===== config.mk =====
export PLATFORM = sky130hd
export DESIGN_NAME = acsr_sequencer
export DESIGN_NICKNAME = d
export VERILOG_FILES = /design/src/inc/acsr_pkg.sv /design/src/rtl/acsr_sequencer.sv /design/src/rtl/acsr_frame_rx.sv
export SDC_FILE = /design/constraint.sdc
export NUM_CORES = 1
export LEC_CHECK = 0
export BUFFER_PORTS_ARGS = -buffer_cell sky130_fd_sc_hd__buf_4
export CORE_ASPECT_RATIO = 1.25
export CORE_MARGIN = 2
export CORE_UTILIZATION = 35
export CTS_CLUSTER_SIZE = 10
export DETAILED_ROUTE_END_ITERATION = 16
export SYNTH_ARGS = -nofsm -noshare
export SYNTH_HDL_FRONTEND = slang
export SYNTH_SLANG_ARGS = --single-unit

===== constraint.sdc =====
create_clock -name core_clk_i -period 3.7 [get_ports core_clk_i]
set_input_delay 0.555 -clock core_clk_i [delete_from_list [all_inputs] [get_ports core_clk_i]]
set_output_delay 0.555 -clock core_clk_i [all_outputs]
set_load 0.01 [all_outputs]

===== src/inc/acsr_pkg.sv =====
// constants, field layouts and types for the channel sequencer and range block
// assumes a 16-clock serial frame, msb first, framed by an active-low select
package acsr_pkg;
	localparam int FRAME_BITS = 16;
	localparam logic [3:0] FRAME_LAST = 4'hf;
	// frame bit n (1..16) sits at shift index n-1
	localparam int POS_WRITE = 15;
	localparam int POS_SEL1 = 14;
	localparam int POS_SEL2 = 13;
	localparam int POS_DATA_HI = 12;
	localparam int POS_DATA_LO = 5;
	localparam int POS_ADDR_HI = 11;
	localparam int POS_ADDR_LO = 9;
	localparam int POS_SEQ_HI = 2;
	localparam int POS_SEQ_LO = 1;
	// register select codes, sel1 then sel2
	localparam logic [1:0] SEL_CONTROL = 2'h0;
	localparam logic [1:0] SEL_RANGE_LOW = 2'h1;
	localparam logic [1:0] SEL_RANGE_HIGH = 2'h2;
	localparam logic [1:0] SEL_SEQUENCE = 2'h3;
	// range codes, upper bit then lower bit
	localparam logic [1:0] RANGE_PM10 = 2'h0;
	localparam logic [1:0] RANGE_PM5 = 2'h1;
	localparam logic [1:0] RANGE_PM2P5 = 2'h2;
	localparam logic [1:0] RANGE_UNI10 = 2'h3;
	localparam logic [7:0] RANGE_REG_RESET = 8'h00;
	localparam logic [7:0] SEQ_REG_RESET = 8'h00;
	localparam logic [2:0] CHAN_ZERO = 3'h0;
	localparam logic [2:0] CHAN_LAST = 3'h7;
	typedef enum logic [1:0] {
		ACSR_MANUAL_type_a,
		ACSR_PROG,
		ACSR_CONSEC,
		ACSR_MANUAL_type_b
	} acsr_seq_mode_type;
endpackage


===== src/rtl/acsr_sequencer.sv =====
// channel sequencer and per-channel range store, top of the block
// assumes the host link framing of acsr_frame_rx; conv_req_i from core logic, one pulse per conversion
// limitation: registers are write-only, nothing reads back over the link
//
// Notes on behaviour
// - seq bits 00: manual channel from address bits
// - seq bits 11: also manual channel selection
// - seq 01: start at lowest enabled channel
// - programmed sequence ascends and repeats continuously
// - sequenced channels use their stored range
// - seq 10: run channel 0 to final
// - 8-bit write-only sequence enable register
// - enable bit 1 includes channel, 0 excludes
// - range low register: two bits channels 0-3
// - range low frame: ch0..ch3 upper then lower
// - stored range applied whenever channel selected
// - range high register: channels 4-7 likewise
// - every range resets to plus/minus 10 V
// - range code decode: 00,01,10,11 ranges
// - control bits 12..10 hold channel address
// - control bits 3,2 hold sequencer control
`timescale 1ns/10ps
module acsr_sequencer
	import acsr_pkg::*;
(
	input wire logic core_clk_i,
	input wire logic sys_rst_i,
	input wire logic link_clk_i,
	input wire logic link_sel_n_i,
	input wire logic link_din_i,
	input wire logic conv_req_i,
	output logic [2:0] conv_chan_o,
	output logic [1:0] conv_range_o,
	output logic conv_vld_o,
	output logic [1:0] seq_mode_o
);
	logic frame_vld;
	logic [FRAME_BITS-1:0] frame;
	logic [7:0] seq_en_ff, nxt_seq_en;
	logic [7:0] rng_lo_ff, nxt_rng_lo;
	logic [7:0] rng_hi_ff, nxt_rng_hi;
	logic [2:0] addr_ff, nxt_addr;
	logic [1:0] mode_ff, nxt_mode;
	logic [2:0] cur_ff, nxt_cur;
	logic started_ff, nxt_started;
	logic [2:0] chan_ff, nxt_chan;
	logic [1:0] range_ff, nxt_range;
	logic vld_ff, nxt_vld;
	logic [7:0] payload;
	logic [1:0] sel;
	logic [2:0] pick;
	logic wr_commit;
	logic ctl_commit;

	// one enable bit per channel; range pairs counted from the top bit
	localparam int CHAN_COUNT = 8;
	localparam int PAIR_TOP = 7;

	////////////////////////////////////////////////////////////////////////////////
	// frame receiver: link pins are synchronised in there, not here
	acsr_frame_rx acsr_frame_rx_i (
		.core_clk_i(core_clk_i),
		.sys_rst_i(sys_rst_i),
		.link_clk_i(link_clk_i),
		.link_sel_n_i(link_sel_n_i),
		.link_din_i(link_din_i),
		.frame_vld_o(frame_vld),
		.frame_o(frame)
	);

	// next enabled channel above cur, or lowest when wrap/start
	function automatic logic [2:0] next_enabled(input logic [7:0] en, input logic [2:0] cur,
			input logic from_start);
		logic [2:0] res;
		logic found;
		res = CHAN_ZERO;
		found = 1'b0;
		for (int i = 0; i < CHAN_COUNT; i++) begin
			if (!found && en[i] && (from_start || 3'(i) > cur)) begin
				res = 3'(i);
				found = 1'b1;
			end
		end
		// nothing above cur: wrap to the lowest enabled channel
		if (!found) begin
			for (int i = 0; i < CHAN_COUNT; i++) begin
				if (!found && en[i]) begin
					res = 3'(i);
					found = 1'b1;
				end
			end
		end
		// empty enable register leaves channel 0 rather than stalling
		return res;
	endfunction

	// stored range of a channel, upper code bit first in each pair
	function automatic logic [1:0] range_of(input logic [7:0] lo, input logic [7:0] hi,
			input logic [2:0] ch);
		logic [7:0] r;
		logic [1:0] k;
		r = ch[2] ? hi : lo;
		k = ch[1:0];
		return {r[PAIR_TOP - 2 * k], r[PAIR_TOP - 1 - 2 * k]};
	endfunction

	// manual modes hold no position, so only these two track a run
	function automatic logic is_sequenced(input logic [1:0] m);
		return (m == ACSR_PROG) || (m == ACSR_CONSEC);
	endfunction

	////////////////////////////////////////////////////////////////////////////////
	// registers written from frames
	// write-only: a register holds its value until the next write or reset
	always_comb begin
		payload = frame[POS_DATA_HI:POS_DATA_LO];
		sel = {frame[POS_SEL1], frame[POS_SEL2]};
		// the write flag gates every store; other frames only shift through
		wr_commit = frame_vld && frame[POS_WRITE];
		ctl_commit = wr_commit && (sel == SEL_CONTROL);
		nxt_seq_en = seq_en_ff;
		nxt_rng_lo = rng_lo_ff;
		nxt_rng_hi = rng_hi_ff;
		nxt_addr = addr_ff;
		nxt_mode = mode_ff;
		if (wr_commit) begin
			case (sel)
				// enables are msb first: ch0 at top, reverse into bit i = ch i
				SEL_SEQUENCE: nxt_seq_en = {<<{payload}};
				SEL_RANGE_LOW: nxt_rng_lo = payload;
				SEL_RANGE_HIGH: nxt_rng_hi = payload;
				SEL_CONTROL: begin
					nxt_addr = frame[POS_ADDR_HI:POS_ADDR_LO];
					nxt_mode = {frame[POS_SEQ_HI], frame[POS_SEQ_LO]};
				end
				default: nxt_mode = mode_ff;
			endcase
		end
	end

	////////////////////////////////////////////////////////////////////////////////
	// channel choice per conversion request
	// one answer per request, exactly a cycle later, unless a control write commits in the request's cycle
	always_comb begin
		nxt_cur = cur_ff;
		nxt_started = started_ff;
		nxt_chan = chan_ff;
		nxt_range = range_ff;
		nxt_vld = 1'b0;
		pick = cur_ff;
		// any control write restarts a sequence at its first channel
		// restart wins over a request in the same cycle: that request is dropped
		if (ctl_commit) begin
			nxt_started = 1'b0;
		end else if (conv_req_i) begin
			case (acsr_seq_mode_type'(mode_ff))
				ACSR_PROG: pick = next_enabled(seq_en_ff, cur_ff, !started_ff);
				ACSR_CONSEC: begin
					// fresh start or final channel reached: back to channel 0
					if (!started_ff || cur_ff >= addr_ff) begin
						pick = CHAN_ZERO;
					end else begin
						pick = cur_ff + 3'h1;
					end
				end
				ACSR_MANUAL_type_a: pick = addr_ff;
				ACSR_MANUAL_type_b: pick = addr_ff;
				default: pick = addr_ff;
			endcase
			nxt_cur = pick;
			nxt_started = is_sequenced(mode_ff);
			nxt_chan = pick;
			nxt_range = range_of(rng_lo_ff, rng_hi_ff, pick);
			nxt_vld = 1'b1;
		end
	end

	////////////////////////////////////////////////////////////////////////////////
	// stored registers; ranges reset to the widest bipolar range
	always_ff @(posedge core_clk_i) begin
		if (sys_rst_i) begin
			seq_en_ff <= SEQ_REG_RESET;
			rng_lo_ff <= RANGE_REG_RESET;
			rng_hi_ff <= RANGE_REG_RESET;
			addr_ff <= CHAN_ZERO;
			mode_ff <= ACSR_MANUAL_type_a;
		end else begin
			seq_en_ff <= nxt_seq_en;
			rng_lo_ff <= nxt_rng_lo;
			rng_hi_ff <= nxt_rng_hi;
			addr_ff <= nxt_addr;
			mode_ff <= nxt_mode;
		end
	end

	////////////////////////////////////////////////////////////////////////////////
	// sequence position and conversion outputs
	always_ff @(posedge core_clk_i) begin
		if (sys_rst_i) begin
			cur_ff <= CHAN_ZERO;
			started_ff <= 1'b0;
			chan_ff <= CHAN_ZERO;
			range_ff <= RANGE_PM10;
			vld_ff <= 1'b0;
		end else begin
			cur_ff <= nxt_cur;
			started_ff <= nxt_started;
			chan_ff <= nxt_chan;
			range_ff <= nxt_range;
			vld_ff <= nxt_vld;
		end
	end

	////////////////////////////////////////////////////////////////////////////////
	// every output comes straight from a flip-flop
	assign conv_chan_o = chan_ff;
	assign conv_range_o = range_ff;
	assign conv_vld_o = vld_ff;
	assign seq_mode_o = mode_ff;
endmodule


===== src/rtl/acsr_frame_rx.sv =====
// serial frame receiver: samples link pins and assembles 16-bit frames
// assumes link pins are asynchronous to core_clk_i; data taken on falling link clock
`timescale 1ns/10ps
module acsr_frame_rx
	import acsr_pkg::*;
(
	input wire logic core_clk_i,
	input wire logic sys_rst_i,
	input wire logic link_clk_i,
	input wire logic link_sel_n_i,
	input wire logic link_din_i,
	output logic frame_vld_o,
	output logic [FRAME_BITS-1:0] frame_o
);
	logic [2:0] clk_sync_ff, nxt_clk_sync;
	logic [1:0] sel_sync_ff, nxt_sel_sync;
	logic [1:0] din_sync_ff, nxt_din_sync;
	logic [3:0] cnt_ff, nxt_cnt;
	logic [FRAME_BITS-1:0] shift_ff, nxt_shift;
	logic vld_ff, nxt_vld;
	logic [FRAME_BITS-1:0] out_ff, nxt_out;
	logic fall;

	////////////////////////////////////////////////////////////////////////////////
	always_comb begin
		nxt_clk_sync = {clk_sync_ff[1:0], link_clk_i};
		nxt_sel_sync = {sel_sync_ff[0], link_sel_n_i};
		nxt_din_sync = {din_sync_ff[0], link_din_i};
		// edge seen only between stages two and three
		fall = clk_sync_ff[2] & ~clk_sync_ff[1];
		nxt_cnt = cnt_ff;
		nxt_shift = shift_ff;
		nxt_vld = 1'b0;
		nxt_out = out_ff;
		if (sel_sync_ff[1]) begin
			// deselect aborts a partial frame, nothing is written
			nxt_cnt = 4'h0;
		end else if (fall) begin
			nxt_shift = {shift_ff[FRAME_BITS-2:0], din_sync_ff[1]};
			nxt_cnt = cnt_ff + 4'h1;
			if (cnt_ff == FRAME_LAST) begin
				nxt_vld = 1'b1;
				nxt_out = {shift_ff[FRAME_BITS-2:0], din_sync_ff[1]};
			end
		end
	end

	always_ff @(posedge core_clk_i) begin
		if (sys_rst_i) begin
			clk_sync_ff <= 3'h7; // idle level of the link clock, no false edge after reset
			sel_sync_ff <= 2'h3;
			din_sync_ff <= 2'h0;
			cnt_ff <= 4'h0;
			shift_ff <= '0;
			vld_ff <= 1'b0;
			out_ff <= '0;
		end else begin
			clk_sync_ff <= nxt_clk_sync;
			sel_sync_ff <= nxt_sel_sync;
			din_sync_ff <= nxt_din_sync;
			cnt_ff <= nxt_cnt;
			shift_ff <= nxt_shift;
			vld_ff <= nxt_vld;
			out_ff <= nxt_out;
		end
	end

	assign frame_vld_o = vld_ff;
	assign frame_o = out_ff;
endmodule


==> impl_metrics.py <==
metrics = {
    "setup_path": {
        "worstSetupPathType": "flop to flop",
        "critPathBufInv": 1,
        "cpMostUsedCell": "a211oi_1",
        "cp_num_cells": 10,
        "reg2reg_from": "conv_chan_o[0]",
        "critPathMaxStageDelay_ps": 500,
        "arrival_ps": 3310,
        "start_kind": "flop",
        "cp.required_ps": 3950,
        "crit_family": "simple AND/OR/NAND/NOR gates",
        "timing.rr.end": "conv_range_o[0]",
        "path_cells": "inv_1 > ha_1 > or3b_1 > a211oi_1 > a22oi_1 > nor2_1 > nor2_8 > mux2i_1 > mux2_2 > a211oi_1",
        "path_max_fanout": 9,
        "cp_slowest_cell": "dfxtp_1",
        "ff2ff_setup_slack_ps": 640,
        "worst_setup_path_end_kind": "flop",
        "r2r_cells": 10,
    },
    "final_layout": {
        "layout.cells.non_filler": 552,
        "drive_above_1_share_pct": 10.3,
        "final_cell_area_mm2": 0.00385,
        "nFillCells": 1001,
        "num_antenna_cells": 0,
        "syn2layout_area_growth_pct": 14.0,
        "fin_nets": 437,
    },
    "placement": {
        "port_buffers": 13,
        "gp_congestion": 0.893,
        "placed_cells": 536,
        "post_dp_cell_area_mm2": 0.00356,
        "hpwlAfterDp_um": 5260,
    },
    "clock_network": {
        "numCtsBuffers": 9,
        "clock_latency_ps": 330,
        "cts_resized": 0,
        "holdBufCountCts": 0,
        "path_clk_slew_ps": 60,
        "cts_tree": "yes",
        "clock_tree.buffer_depth": 2,
        "clock-sinks": 76,
        "cts_setup_buffers": 0,
        "h-tree-depth": 3,
        "cts-root-buf": "clkbuf_16",
    },
    "route": {
        "drcViolationCount": 0,
        "drt-pass1-iter-count": 4,
        "route.vias.total": 2758,
        "drt.antenna.violating_nets": 0,
        "avgViaCountPerCell": 5.00,
        "drt_iter0_drc": 142,
        "routed_wl_um": 7360,
        "wl_per_cell_um": 13.3,
    },
    "yosys": {
        "synthFlopType": "dfxtp_1",
        "synth.avg_cell_area_um2": 8.12,
        "syn_inst": 416,
        "synth-seq-area-share_pct": 45.1,
        "synth_top_cell_by_area": "dfxtp_1",
        "synth_top_cells_by_count": "nand2_1 (115), dfxtp_1 (76), a21oi_1 (55)",
        "async_reset_ff_share_pct": 0,
        "synth-edff-count": 0,
        "ys_seq_elements": 76,
        "syn_area_mm2": 0.00338,
        "yosysTopAreaCellShare_pct": 45.1,
        "syn-num-nets": 432,
        "yosys_warnings": 0,
        "synth_cell_types": 57,
        "synthTopCellsByArea": "dfxtp_1 (45%), nand2_1 (13%), a21oi_1 (8.2%)",
        "synthMostInstantiatedCell": "nand2_1",
    },
    "global_route": {
        "antenna_found_initial": 0,
        "grt-ovfl-total": 0,
        "grt_usage_pct": 14.8,
        "grt_max_degree": 77,
        "grt_pass1_vias": 2661,
        "grt_pass1_wl_um": 12400,
    },
    "timing": {
        "worst_pin_slew_ps": 962,
        "fmax_ghz": 0.327,
        "hold_viol": 0,
        "period_share_pct": 82.7,
        "setup_viol": 0,
        "max-slew-margin-rel_pct": 35.7,
        "skew_ps": 8.07,
        "holdWs_ps": 407,
        "slew_violations": 0,
        "fin_setup_tns_ps": 0,
        "period_needed_ps": 3060,
        "rsz0062_at_grt": "no",
    },
    "hold_path": {
        "holdPathStages": 2,
        "hp-start": "link_clk_i",
        "hp-class": "input pin to flop",
        "hold_path_end": "acsr_frame_rx_i.clk_sync_ff[0]",
    },
    "power_and_ir_drop": {
        "p_leak_nw": 1.31,
        "power_density_mw_per_mm2": 450,
        "irDropWorstVdd_v": 0.000315,
    },
    "floorplan": {
        "die_w_um": 91.9,
        "fp.coreArea_mm2": 0.00951,
        "start_util_pct": 35.5,
        "die_y_um": 114,
        "rows": 40,
        "pin_count": 14,
        "die_area_mm2": 0.0105,
    },
    "flow_run": {
        "maxCapViolCount": 0,
    },
    "outcome": {
        "status": "finished, final reports clean",
    },
}
==> per-stage QoR <==
stage | util, % | setup slack [ps] | total power [W]
2_1_floorplan | - | 877 | 0.000882
3_3_place_gp | 37.4 | 735 | 0.000899
3_5_place_dp | 37.4 | 667 | 0.000900
4_1_cts | 40.5 | 638 | 0.00175
5_1_grt | 40.5 | 329 | 0.00180
6_report | 40.5 | 640 | 0.00173
==> power by group <==
group | switching, W | internal [W] | total (W)
combinational | 0.0000290 | 0.0000180 | 0.0000470
clock | 0.000331 | 0.000522 | 0.000853
sequential | 0.00000819 | 0.000826 | 0.000834
==> final cells by class <==
class	count	area (µm²)	area share (%)
clock inverters	6	65.1	1.69
clock buffers	10	229	5.95
well taps	126	158	4.09
flip-flops and latches	76	1520	39.5
multi-input cells	312	1740	45.2
inverters	8	30.0	0.780
repair buffers	14	105	2.73
==> sequential cells by signal, summed over array words and instances (netlist names) <==
signal	flops
rng_lo_ff	8
conv_range_o	2
acsr_frame_rx_i.shift_ff	15
acsr_frame_rx_i.frame_vld_o	1
acsr_frame_rx_i.din_sync_ff	2
conv_vld_o	1
seq_en_ff	8
conv_chan_o	3
acsr_frame_rx_i.cnt_ff	4
acsr_frame_rx_i.frame_o	13
started_ff	1
rng_hi_ff	8
acsr_frame_rx_i.clk_sync_ff	3
acsr_frame_rx_i.sel_sync_ff	2
addr_ff	3
seq_mode_o	2
==> worst max path at each step <==
| stage | to | start |
|---|---|---|
| 4_1_cts | conv_range_o[0] | conv_chan_o[0] |
| 3_3_place_gp | conv_range_o[0] | conv_chan_o[0] |
| 2_1_floorplan | conv_range_o[0] | conv_chan_o[0] |
| 5_1_grt | conv_range_o[0] | conv_chan_o[0] |
| 3_5_place_dp | conv_range_o[0] | conv_chan_o[0] |
| 6_report | conv_range_o[0] | conv_chan_o[0] |
==> per-layer routing <==
layer  up-vias  wire [µm]  global-route usage [%]
met5         -          0                       0
met3        18        199                    3.37
met2        42       3630                    25.8
li1       1439          -                       -
met1      1259       3360                    17.5
met4         0        174                    5.97
==> layout by cell type, fill, tap and decap left out, drive strengths merged, types with 4 or more instances in the layout <==
cell type  synthesis  final
a21oi             55     55
clkbuf            17     10
buf                3     14
nor2b              8      8
nor2              26     26
o21ai              5      5
dfxtp             76     76
nand3              6      6
or2                9      9
o21bai             4      4
nor3               6      6
clkinv             0      4
nand2            116    116
o31ai              4      4
inv                8      8
mux2i             10     10
a211oi             5      5
ha                10     10
==> kinds of logic (layout without fill, tap and decap cells) <==
group | Yosys count | after routing | synth area share, %
buffers and inverters | 28 | 38 | 3.37
flip-flops | 76 | 76 | 45.1
AND/OR/NAND/NOR | 186 | 186 | 24.3
AO/OA/AOI/OAI | 101 | 101 | 19.2
adder cells (fa/ha/maj) | 10 | 10 | 3.71
multiplexers | 12 | 12 | 3.63
XOR/XNOR | 3 | 3 | 0.778
Note: power is estimated with default switching activity, not from simulation.
